<file path="config.mk">
export PLATFORM = sky130hd
export DESIGN_NAME = stm_top
export DESIGN_NICKNAME = d
export VERILOG_FILES = /design/src/stm_pkg.sv /design/src/stm_regif.sv /design/src/stm_regs.sv /design/src/stm_top.sv
export VERILOG_INCLUDE_DIRS = /design/src
export SDC_FILE = /design/constraint.sdc
export NUM_CORES = 1
export LEC_CHECK = 0
export BUFFER_PORTS_ARGS = -buffer_cell sky130_fd_sc_hd__buf_2
export CAP_MARGIN = 10
export CORE_MARGIN = 5
export CORE_UTILIZATION = 50
export CTS_BUF_LIST = sky130_fd_sc_hd__clkbuf_4
export DETAILED_ROUTE_END_ITERATION = 10
export PLACE_DENSITY = 0.75
export SYNTH_ARGS = -nofsm -noshare
export SYNTH_HDL_FRONTEND = slang
export SYNTH_SLANG_ARGS = --single-unit
</file>
<file path="constraint.sdc">
create_clock -name CLK_SYS -period 3 [get_ports CLK_SYS]
set_input_delay 0.75 -clock CLK_SYS [delete_from_list [all_inputs] [get_ports CLK_SYS]]
set_output_delay 0.75 -clock CLK_SYS [all_outputs]
set_load 0.01 [all_outputs]
</file>
<file path="src/stm_cfg.svh">
/*
 * Register offsets, field positions, reset values and codes for the
 * standard timer register set.
 * Assumes inclusion by bare name from the package and the modules.
 */
`ifndef STM_CFG_SVH
`define STM_CFG_SVH

`define STM_OFS_CNT_LO   3'h0
`define STM_OFS_CNT_HI   3'h1
`define STM_OFS_CMPA_LO  3'h2
`define STM_OFS_CMPA_HI  3'h3
`define STM_OFS_CTRL0    3'h4
`define STM_OFS_CTRL1    3'h5
`define STM_OFS_CMPP     3'h6
`define STM_OFS_FLAGS    3'h7

`define STM_C0_PAUSE     7
`define STM_C0_CKS_HI    6
`define STM_C0_CKS_LO    4
`define STM_C0_ON        3
`define STM_C1_MODE_HI   7
`define STM_C1_MODE_LO   6
`define STM_C1_IO_HI     5
`define STM_C1_IO_LO     4
`define STM_C1_OC        3
`define STM_C1_POL       2
`define STM_C1_DPX       1
`define STM_C1_CCLR      0
`define STM_FLAG_A       0
`define STM_FLAG_P       1

`define STM_RST_BYTE     8'h00
`define STM_C0_RW_MASK   8'hF8

`define STM_DIV_HS16     16
`define STM_DIV_HS64     64
`define STM_DIV_SYS4     4

`endif

</file>
<file path="src/stm_pkg.sv">
/*
 * Types shared by the standard timer modules.
 * Assumes the constants header sits in the same folder.
 */
`include "stm_cfg.svh"

package stm_pkg;
    typedef logic [7:0]  stm_byte_t;
    typedef logic [15:0] stm_word_t;
    typedef logic [2:0]  stm_addr_t;

    typedef enum logic [1:0] {
        STM_MODE_CMP  = 2'h0,
        STM_MODE_UNDF = 2'h1,
        STM_MODE_PWM  = 2'h2,
        STM_MODE_TC   = 2'h3
    } stm_mode_e;

    typedef enum logic [2:0] {
        STM_CK_SYS4 = 3'h0,
        STM_CK_SYS  = 3'h1,
        STM_CK_H16  = 3'h2,
        STM_CK_H64  = 3'h3,
        STM_CK_SUB0 = 3'h4,
        STM_CK_SUB1 = 3'h5,
        STM_CK_EXTR = 3'h6,
        STM_CK_EXTF = 3'h7
    } stm_cksel_e;
endpackage : stm_pkg

</file>
<file path="src/stm_regif.sv">
/*
 * Register bus bundle between the timer top and its register file.
 * Assumes one clock domain; the top keeps the plain bus ports.
 */
`timescale 1ns/100ps
`default_nettype none

interface stm_regif;
    logic [2:0] addr;
    logic [7:0] wdata;
    logic       wr;
    logic       rd;
    logic [7:0] rdata;
    logic [7:0] ctrl0;
    logic [7:0] ctrl1;
    logic [7:0] cmpp;
    logic [15:0] cmpa;
    logic [15:0] count;
    logic [1:0] flags;
    logic       on_clr;

    modport regs (input addr, wdata, wr, rd, count, flags, on_clr,
                  output rdata, ctrl0, ctrl1, cmpp, cmpa);
    modport core (output addr, wdata, wr, rd, count, flags, on_clr,
                  input rdata, ctrl0, ctrl1, cmpp, cmpa);
endinterface : stm_regif

`default_nettype wire

</file>
<file path="src/stm_regs.sv">
/*
 * Register file of the timer: control, compare and the shared low-byte
 * buffer, with registered read data.
 * Assumes a single clock, synchronous reset and a clock enable.
 */
`timescale 1ns/100ps
`default_nettype none
`include "stm_cfg.svh"

module stm_regs
    import stm_pkg::*;
(
    input  wire logic clk,    // System clock.
    input  wire logic rst,    // Synchronous reset, high.
    input  wire logic ce,     // Clock enable.
    stm_regif.regs    bus     // Bus and timer state.
);
    logic [7:0] ctrl0_q;
    logic [7:0] ctrl1_q;
    logic [7:0] cmpp_q;
    logic [7:0] cmpa_lo_q;
    logic [7:0] cmpa_hi_q;
    logic [7:0] buf_q;
    logic [7:0] rdata_q;

    assign bus.ctrl0 = ctrl0_q;
    assign bus.ctrl1 = ctrl1_q;
    assign bus.cmpp  = cmpp_q;
    assign bus.cmpa  = {cmpa_hi_q, cmpa_lo_q};
    assign bus.rdata = rdata_q;

    always_ff @(posedge clk) begin
        if (rst) begin
            ctrl0_q <= `STM_RST_BYTE;
        end else if (ce) begin
            if (bus.wr && bus.addr == `STM_OFS_CTRL0) begin
                ctrl0_q <= bus.wdata & `STM_C0_RW_MASK;
            end else if (bus.on_clr) begin
                ctrl0_q[`STM_C0_ON] <= 1'b0;
            end
        end
    end

    always_ff @(posedge clk) begin
        if (rst) begin
            ctrl1_q <= `STM_RST_BYTE;
            cmpp_q  <= `STM_RST_BYTE;
        end else if (ce && bus.wr) begin
            if (bus.addr == `STM_OFS_CTRL1) begin
                ctrl1_q <= bus.wdata;
            end
            if (bus.addr == `STM_OFS_CMPP) begin
                cmpp_q <= bus.wdata;
            end
        end
    end

    always_ff @(posedge clk) begin
        if (rst) begin
            cmpa_lo_q <= `STM_RST_BYTE;
            cmpa_hi_q <= `STM_RST_BYTE;
            buf_q     <= `STM_RST_BYTE;
        end else if (ce) begin
            if (bus.wr && bus.addr == `STM_OFS_CMPA_LO) begin
                buf_q <= bus.wdata;
            end else if (bus.wr && bus.addr == `STM_OFS_CMPA_HI) begin
                cmpa_hi_q <= bus.wdata;
                cmpa_lo_q <= buf_q;
            end else if (bus.rd && bus.addr == `STM_OFS_CMPA_HI) begin
                buf_q <= cmpa_lo_q;
            end else if (bus.rd && bus.addr == `STM_OFS_CNT_HI) begin
                buf_q <= bus.count[7:0];
            end
        end
    end

    always_ff @(posedge clk) begin
        if (rst) begin
            rdata_q <= `STM_RST_BYTE;
        end else if (ce) begin
            rdata_q <= `STM_RST_BYTE;
            if (bus.rd) begin
                case (bus.addr)
                    `STM_OFS_CNT_LO:  rdata_q <= buf_q;
                    `STM_OFS_CNT_HI:  rdata_q <= bus.count[15:8];
                    `STM_OFS_CMPA_LO: rdata_q <= buf_q;
                    `STM_OFS_CMPA_HI: rdata_q <= cmpa_hi_q;
                    `STM_OFS_CTRL0:   rdata_q <= ctrl0_q;
                    `STM_OFS_CTRL1:   rdata_q <= ctrl1_q;
                    `STM_OFS_CMPP:    rdata_q <= cmpp_q;
                    default:          rdata_q <= {6'h00, bus.flags};
                endcase
            end
        end
    end

    a_ctrl0_low_zero:
    assert property (@(posedge clk) disable iff (rst)
        ctrl0_q[2:0] == 3'h0)
        else $error("ctrl0 unused bits set");

    a_cmpa_hi_write:
    assert property (@(posedge clk) disable iff (rst)
        ce && bus.wr && bus.addr == `STM_OFS_CMPA_HI
        |=> cmpa_hi_q == $past(bus.wdata))
        else $error("compare A high byte not written");

    a_buf_latch:
    assert property (@(posedge clk) disable iff (rst)
        ce && bus.wr && bus.addr == `STM_OFS_CMPA_HI
        |=> cmpa_lo_q == $past(buf_q))
        else $error("low byte not taken from buffer");
endmodule : stm_regs

`default_nettype wire

</file>
<file path="src/stm_top.sv">
/*
 * Standard 16-bit timer: counter, clock select, comparators A and P and
 * the waveform output pin, with its register file.
 * Assumes the high-speed and subsidiary clocks and the count pin arrive
 * asynchronously and are synchronised here; they must run well below
 * half the system clock rate.
 */
// The strobed register port and the register addresses were decided locally.
`timescale 1ns/100ps
`default_nettype none
`include "stm_cfg.svh"

module stm_top
    import stm_pkg::*;
(
    input  wire logic       CLK_SYS,   // System clock, 40 MHz.
    input  wire logic       RST,       // Synchronous reset, high.
    input  wire logic       CE,        // Clock enable, freezes state.
    input  wire logic [2:0] ADDR,      // Register address.
    input  wire logic [7:0] WDATA,     // Write data.
    input  wire logic       WR,        // Write strobe.
    input  wire logic       RD,        // Read strobe.
    output logic      [7:0] RDATA,     // Read data, cycle after RD.
    input  wire logic       HS_CLK,    // High-speed clock, async.
    input  wire logic       SUB_CLK,   // Subsidiary clock, async.
    input  wire logic       CNT_IN,    // External count input pin.
    output logic            TOUT,      // Timer output pin level.
    output logic            TOUT_OE,   // Output pin drive enable.
    output logic            FLAG_A,    // Comparator A flag, sticky.
    output logic            FLAG_P     // Comparator P flag, sticky.
);
    stm_regif rif ();

    logic [2:0] hs_s_q;
    logic [2:0] sub_s_q;
    logic [2:0] ext_s_q;
    logic [5:0] hdiv_q;
    logic [1:0] sdiv_q;
    logic [15:0] cnt_q;
    logic        on_q;
    logic        out_q;
    logic [1:0]  flg_q;
    logic        tick;
    logic        hs_rise;
    logic        on_rise;
    logic        match_a;
    logic        match_p;
    logic        ovf;
    logic        clr;
    logic        pwm_act;

    logic        pause;
    logic        cnt_on;
    stm_cksel_e  cksel;
    stm_mode_e   mode;
    logic [1:0]  pfs;
    logic        oc;
    logic        pol;
    logic        dpx;
    logic        cclr;

    function automatic logic rise(input logic [2:0] s);
        rise = s[1] & ~s[2];
    endfunction : rise

    function automatic logic fall(input logic [2:0] s);
        fall = ~s[1] & s[2];
    endfunction : fall

    assign rif.addr  = ADDR;
    assign rif.wdata = WDATA;
    assign rif.wr    = WR;
    assign rif.rd    = RD;
    assign rif.count = cnt_q;
    assign rif.flags = flg_q;
    assign RDATA     = rif.rdata;

    stm_regs u_regs (
        .clk (CLK_SYS),
        .rst (RST),
        .ce  (CE),
        .bus (rif)
    );

    assign pause  = rif.ctrl0[`STM_C0_PAUSE];
    assign cnt_on = rif.ctrl0[`STM_C0_ON];
    assign cksel  = stm_cksel_e'(rif.ctrl0[`STM_C0_CKS_HI:`STM_C0_CKS_LO]);
    assign mode   = stm_mode_e'(rif.ctrl1[`STM_C1_MODE_HI:`STM_C1_MODE_LO]);
    assign pfs    = rif.ctrl1[`STM_C1_IO_HI:`STM_C1_IO_LO];
    assign oc     = rif.ctrl1[`STM_C1_OC];
    assign pol    = rif.ctrl1[`STM_C1_POL];
    assign dpx    = rif.ctrl1[`STM_C1_DPX];
    assign cclr   = rif.ctrl1[`STM_C1_CCLR];

    // Two flops before any logic reads an async clock; third for edges.
    always_ff @(posedge CLK_SYS) begin
        if (RST) begin
            hs_s_q  <= 3'h0;
            sub_s_q <= 3'h0;
            ext_s_q <= 3'h0;
        end else if (CE) begin
            hs_s_q  <= {hs_s_q[1:0], HS_CLK};
            sub_s_q <= {sub_s_q[1:0], SUB_CLK};
            ext_s_q <= {ext_s_q[1:0], CNT_IN};
        end
    end

    assign hs_rise = rise(hs_s_q);

    always_ff @(posedge CLK_SYS) begin
        if (RST) begin
            hdiv_q <= 6'h00;
            sdiv_q <= 2'h0;
        end else if (CE) begin
            sdiv_q <= sdiv_q + 2'h1;
            if (hs_rise) begin
                hdiv_q <= hdiv_q + 6'h01;
            end
        end
    end

    always_comb begin
        case (cksel)
            STM_CK_SYS4: tick = (sdiv_q == 2'(`STM_DIV_SYS4 - 1));
            STM_CK_SYS:  tick = 1'b1;
            STM_CK_H16:  tick = hs_rise
                                && hdiv_q[3:0] == 4'(`STM_DIV_HS16 - 1);
            STM_CK_H64:  tick = hs_rise
                                && hdiv_q == 6'(`STM_DIV_HS64 - 1);
            STM_CK_SUB0: tick = rise(sub_s_q);
            STM_CK_SUB1: tick = rise(sub_s_q);
            STM_CK_EXTR: tick = rise(ext_s_q);
            STM_CK_EXTF: tick = fall(ext_s_q);
            default:     tick = 1'b0;
        endcase
    end

    always_ff @(posedge CLK_SYS) begin
        if (RST) begin
            on_q <= 1'b0;
        end else if (CE) begin
            on_q <= cnt_on;
        end
    end

    assign on_rise = cnt_on & ~on_q;

    // P compares the counter's top byte; zero means full wrap.
    assign match_p = tick && cnt_on && !pause
                     && cnt_q[15:8] == rif.cmpp - 8'h01
                     && cnt_q[7:0] == 8'hFF && rif.cmpp != 8'h00;
    assign match_a = tick && cnt_on && !pause && rif.cmpa != 16'h0000
                     && cnt_q + 16'h0001 == rif.cmpa;
    assign ovf     = tick && cnt_on && !pause && cnt_q == 16'hFFFF;

    // clear source; overflow only with P zero.
    // in PWM mode, except single pulse, the period register clears instead.
    always_comb begin
        if (mode == STM_MODE_PWM) begin
            clr = (pfs != 2'h3) && (dpx ? match_a : (match_p || ovf));
        end else if (cclr) begin
            clr = match_a;
        end else begin
            clr = match_p;
        end
    end

    // on rise clears. pause holds. off holds.
    always_ff @(posedge CLK_SYS) begin
        if (RST) begin
            cnt_q <= 16'h0000;
        end else if (CE) begin
            if (on_rise) begin
                cnt_q <= 16'h0000;
            end else if (cnt_on && !pause && tick) begin
                cnt_q <= clr ? 16'h0000 : cnt_q + 16'h0001;
            end
        end
    end

    // Single pulse: an A match turns the counter off.
    assign rif.on_clr = CE && mode == STM_MODE_PWM && pfs == 2'h3
                        && match_a;

    // flags raised on matches; P flag absent when cclr makes A clear outside PWM mode.
    always_ff @(posedge CLK_SYS) begin
        if (RST) begin
            flg_q <= 2'h0;
        end else if (CE) begin
            if (WR && ADDR == `STM_OFS_FLAGS) begin
                flg_q <= flg_q & ~WDATA[1:0];
            end
            if (match_a) begin
                flg_q[`STM_FLAG_A] <= 1'b1;
            end
            if (match_p && !(cclr && mode != STM_MODE_PWM)) begin
                flg_q[`STM_FLAG_P] <= 1'b1;
            end
        end
    end

    // duty from the other register than the period.
    assign pwm_act = dpx ? (cnt_q < {rif.cmpp, 8'h00}
                            || rif.cmpp == 8'h00)
                         : (cnt_q < rif.cmpa);

    // on rise restores initial. compare action.
    // same level requested gives no change.
    // PWM pin behaviour. OC sets level or polarity.
    always_ff @(posedge CLK_SYS) begin
        if (RST) begin
            out_q <= 1'b0;
        end else if (CE) begin
            if (on_rise) begin
                out_q <= (mode == STM_MODE_PWM) ? (pfs == 2'h3 ? oc : ~oc)
                                                 : oc;
            end else if (mode == STM_MODE_CMP && match_a) begin
                case (pfs)
                    2'h1:    out_q <= 1'b0;
                    2'h2:    out_q <= 1'b1;
                    2'h3:    out_q <= ~out_q;
                    default: out_q <= out_q;
                endcase
            end else if (mode == STM_MODE_PWM) begin
                case (pfs)
                    2'h0:    out_q <= ~oc;
                    2'h1:    out_q <= oc;
                    2'h2:    out_q <= pwm_act ? oc : ~oc;
                    default: out_q <= cnt_on ? oc : ~oc;
                endcase
            end
        end
    end

    assign TOUT    = out_q ^ pol;
    // pin not driven in timer/counter or undefined mode.
    assign TOUT_OE = mode == STM_MODE_CMP || mode == STM_MODE_PWM;
    assign FLAG_A  = flg_q[`STM_FLAG_A];
    assign FLAG_P  = flg_q[`STM_FLAG_P];

    a_on_rise_clear:
    assert property (@(posedge CLK_SYS) disable iff (RST)
        CE && cnt_on && !on_q |=> cnt_q == 16'h0000)
        else $error("counter not cleared on enable");

    a_pause_hold:
    assert property (@(posedge CLK_SYS) disable iff (RST)
        CE && pause && on_q && cnt_on |=> $stable(cnt_q))
        else $error("counter moved while paused");

    a_off_hold:
    assert property (@(posedge CLK_SYS) disable iff (RST)
        CE && !cnt_on && !on_q |=> $stable(cnt_q))
        else $error("counter moved while off");

    a_init_level:
    assert property (@(posedge CLK_SYS) disable iff (RST)
        CE && on_rise && mode == STM_MODE_CMP |=> out_q == $past(oc))
        else $error("pin not at initial level");

    a_cmp_low:
    assert property (@(posedge CLK_SYS) disable iff (RST)
        CE && !on_rise && mode == STM_MODE_CMP && match_a && pfs == 2'h1
        |=> out_q == 1'b0)
        else $error("compare low action missed");

    a_invert_pin:
    assert property (@(posedge CLK_SYS) disable iff (RST)
        TOUT == (out_q ^ pol))
        else $error("pin polarity wrong");

    a_cclr_a_clear:
    assert property (@(posedge CLK_SYS) disable iff (RST)
        CE && !on_rise && mode == STM_MODE_CMP && cclr && match_a
        |=> cnt_q == 16'h0000)
        else $error("A match did not clear");

    a_tc_no_drive:
    assert property (@(posedge CLK_SYS) disable iff (RST)
        mode == STM_MODE_TC |-> !TOUT_OE)
        else $error("pin driven in timer mode");

    a_flag_p_set:
    assert property (@(posedge CLK_SYS) disable iff (RST)
        CE && match_p && !cclr && mode == STM_MODE_CMP
        |=> flg_q[`STM_FLAG_P])
        else $error("P flag not raised");

    a_cmp_high:
    assert property (@(posedge CLK_SYS) disable iff (RST)
        CE && !on_rise && mode == STM_MODE_CMP && match_a && pfs == 2'h2
        |=> out_q == 1'b1)
        else $error("compare high action missed");

    a_cmp_toggle:
    assert property (@(posedge CLK_SYS) disable iff (RST)
        CE && !on_rise && mode == STM_MODE_CMP && match_a && pfs == 2'h3
        |=> out_q != $past(out_q))
        else $error("compare toggle action missed");

    a_pulse_stop:
    assert property (@(posedge CLK_SYS) disable iff (RST)
        CE && mode == STM_MODE_PWM && pfs == 2'h3 && match_a
        && !(WR && ADDR == `STM_OFS_CTRL0) |=> !cnt_on)
        else $error("single pulse did not stop");

    a_p_flag_none:
    assert property (@(posedge CLK_SYS) disable iff (RST)
        CE && cclr && mode == STM_MODE_CMP && !flg_q[`STM_FLAG_P]
        |=> !flg_q[`STM_FLAG_P])
        else $error("P flag raised with A clearing");
endmodule : stm_top

`default_nettype wire

</file>
==> impl_metrics.csv <==
group,metric,value,unit
floorplanning,rows,39,
finish,multi_input_area,3800,um2
yosys,yosysSeqAreaShare,31.0,%
detailed_routing,via_count,5597,
finish,fillers,1037,
yosys,synthArstFlopShare,0,%
sta,finalSetupViolCount,0,
cts,cts_tree,"built",
setup_path,r2r_end,"cnt_q[11]",
place,finalWeightedCongestion,0.933,
power,vdd_drop_max,0.000287,V
outcome,status,"finished clean",
yosys,synth_adder_area_share,6.25,%
power,p_leak,2.58,nW
hold_path,hold_start,"u_regs.bus.rdata[3]",
setup_path,required,3.39,ns
grt,grt_usage,24.2,%
grt,grt_max_degree,49,
detailed_routing,wl,17300,um
power,pwr-share-clk,36.1,%
yosys,synthCells,748,
power,p_per_area,334,nW/um2
grt,grt_pass1_vias,5354,
floorplanning,ios,31,
floorplanning,core-area,11400,um2
power,intPower,1.63,mW
flow_run,cap_viol_max_count,0,
yosys,syn-num-nets,796,
sta,setup_tns,0,ns
sta,finalHoldViolations,0,
grt,grt-ovfl-total,0,
floorplanning,die_x,118,um
cts,cts.clk_slew.worst_paths,0.16,ns
setup_path,regToRegStartpoint,"u_regs.bus.cmpp[1]",
place,port_buffers,30,
finish,regArea,1820,um2
yosys,synth_edf_count,0,
cts,cts-root-buf,"clkbuf_4",
yosys,synth-xor-area-share,5.71,%
setup_path,arrival,3.34,ns
place,dpl.hpwl,13000,um
yosys,synth_top_area_share,31.0,%
yosys,synth_compound_area_share,19.6,%
cts,hold_buffers,0,
sta,worst_slack,0.0441,ns
floorplanning,start_util,50.8,%
floorplanning,die_h,118,um
cts,clk_latency,0.48,ns
yosys,synth.mux.area_fraction,6.90,%
detailed_routing,first_pass_iters,5,
yosys,synth_area,5800,um2
setup_path,end_kind,"register",
cts,cts_inserted_buffers,9,
sta,relSlewSlack,54.2,%
detailed_routing,first_iter_violations,606,
sta,clock.fmax,338,MHz
setup_path,critPathKind,"register to register",
hold_path,min_path_cells,2,
cts,h-tree-depth,3,
detailed_routing,drc,0,
setup_path,path_max_fanout,6,
power,combPwrFrac,8.8,%
yosys,synth_top_cells_by_count,"nor2_1 (105), nand2_1 (91), dfxtp_1 (90)",
detailed_routing,postRouteAntennaNets,0,
finish,nets,842,
finish,drive_gt1_share,18.5,%
sta,fin_crit_sh,98.5,%
detailed_routing,via_per_inst,5.94,
hold_path,hold_path.class,"register to register",
yosys,avgSynthCellArea,7.76,um2
sta,maxSlewViolCount,0,
sta,worstMarginPinSlew,0.685,ns
setup_path,r2r_slack,0.04,ns
grt,antenna_found_initial,1,
hold_path,whs_endpoint,"u_regs.bus.rdata[3]",
setup_path,start_kind,"register",
yosys,synth_warnings,0,
power,swShare,26.9,%
sta,min_period,2.96,ns
sta,fin_skew,0.0207,ns
floorplanning,dieArea,13900,um2
grt,grt_pass1_wl,27300,um
finish,area_growth,14.9,%
yosys,synth_ff_type,"dfxtp_1",
power,pwr-share-seq,55.1,%
yosys,synth_area_leaders,"dfxtp_1 (31%), a21oi_1 (6.9%), mux2i_1 (6.9%), nor2_1 (6.8%), ha_1 (6.3%)",
yosys,yosysMostFrequentCell,"nor2_1",
yosys,ys_ff_latch,90,
cts,numClockSinks,90,
yosys,ys_types,71,
yosys,post-synth-top-area-cell,"dfxtp_1",
yosys,synth_top_family_by_area,"simple AND/OR/NAND/NOR gates",
sta,hold_ws,0.478,ns
yosys,yosys.area_share.simple,24.2,%
detailed_routing,wl_per_cell,18.3,um
power,p_sw,0.600,mW
place,dp_slack,-0.201,ns
setup_path,rr_worst_depth,10,
cts,clockBufferDepth,2,
==> power by group through the flow <==
stage / sequential [mW] / clock (mW) / combinational [mW]
floorplan: 1.25 / 0 / 0.125
global placement: 1.25 / 0 / 0.184
detailed placement: 1.25 / 0 / 0.188
CTS: 1.23 / 0.818 / 0.188
global route: 1.23 / 0.876 / 0.215
finish: 1.23 / 0.805 / 0.197
==> placed cells by master (no fill, tap or decap), types with 3 or more instances in the layout <==
master	count
dfxtp_2	13
nor3_1	6
a211o_1	5
nor2_1	105
nor4_4	3
nand4_1	10
o2111ai_1	4
a21oi_1	80
clkinv_4	3
ha_1	26
nor2b_1	9
xor2_1	19
or2_2	3
buf_6	4
o21ai_0	17
buf_4	50
nand2b_1	7
xnor2_1	17
a31oi_1	10
o22ai_1	3
a22oi_1	6
nand3_1	20
and4_1	5
nand4b_1	3
nor4_1	6
o21ai_1	6
buf_2	30
a211oi_1	8
o211ai_1	3
mux2i_1	40
inv_1	35
or3_1	5
nand2_1	91
dfxtp_1	77
clkbuf_4	9
==> flip-flops by register name, indices dropped and copies added (netlist names) <==
signal            cells
on_q                  1
sub_s_q               3
ext_s_q               3
u_regs.bus.cmpp       8
hdiv_q                6
u_regs.bus.rdata      8
u_regs.buf_q          8
u_regs.cmpa_hi_q      8
u_regs.bus.ctrl0      5
flg_q                 2
u_regs.cmpa_lo_q      8
sdiv_q                2
out_q                 1
u_regs.bus.ctrl1      8
hs_s_q                3
cnt_q                16
==> cell type report <==
cell class	count	share of cell area [%]
clock inverter	7	1.54
clock buffer	9	1.01
sequential	90	27.3
antenna	1	0.0375
inverter	35	1.97
multi-input combinational	574	56.9
tap	143	2.68
timing repair buffer	84	8.56
==> per-layer routing <==
layer	share of wire (%)	GRT usage, %	vias to the layer above
met1	45	32.7	2661
met2	46	38.4	187
met3	6.2	4.23	33
li1	-	-	2716
met4	3.2	9.46	0
met5	0	0	-
==> critical path: stages, from the launching register on <==
cell,delay (ns)
dfxtp_1,0.34
inv_1,0.12
ha_2,0.30
xnor2_1,0.11
or3_1,0.34
a2111o_1,0.37
or4_1,0.45
a21oi_2,0.23
o22ai_4,0.15
and3_4,0.20
a221o_1,0.26
==> logic make-up (layout without fill, tap and decap cells) <==
kind of cell / after synthesis / count (layout)
AND/OR/NAND/NOR: 294 / 294
XOR/XNOR: 37 / 37
buffers and inverters: 84 / 135
AO/OA/AOI/OAI: 174 / 174
other: 0 / 1
multiplexers: 40 / 40
adder cells (fa/ha/maj): 29 / 29
flip-flops: 90 / 90
==> timing repair <==
| item | in CTS | in global routing |
|---|---|---|
| buffers inserted | 1 | 2 |
| endpoints found under the setup margin | 4 | 18 |
| pin swaps | 5 | 13 |
| gates resized for setup | 6 | 33 |
| hold endpoints to repair | 0 | 0 |
==> worst max path at each step <==
stage                end  cells past startpoint  slack (ns)          startpoint
5_1_grt        cnt_q[11]                     10       -0.03            cnt_q[9]
3_3_place_gp       out_q                     10       -0.19            cnt_q[0]
2_1_floorplan  cnt_q[11]                     11        0.13  u_regs.bus.cmpp[0]
4_1_cts            out_q                     11       0.004            cnt_q[0]
6_report       cnt_q[11]                     10        0.04  u_regs.bus.cmpp[1]
3_5_place_dp       out_q                      9       -0.20           cnt_q[10]
==> through the flow <==
stage               total power [mW]  area, um2  utilization [%]  cells
floorplan                       1.37       5800                -    748
global placement                1.44       6290             55.1    923
detailed placement              1.44       6290             55.1    923
CTS                             2.23       6470             56.7    940
global route                    2.32       6670             58.4    943
finish                          2.23       6670             58.4    943
No activity file was read; power rests on OpenSTA's default activity.
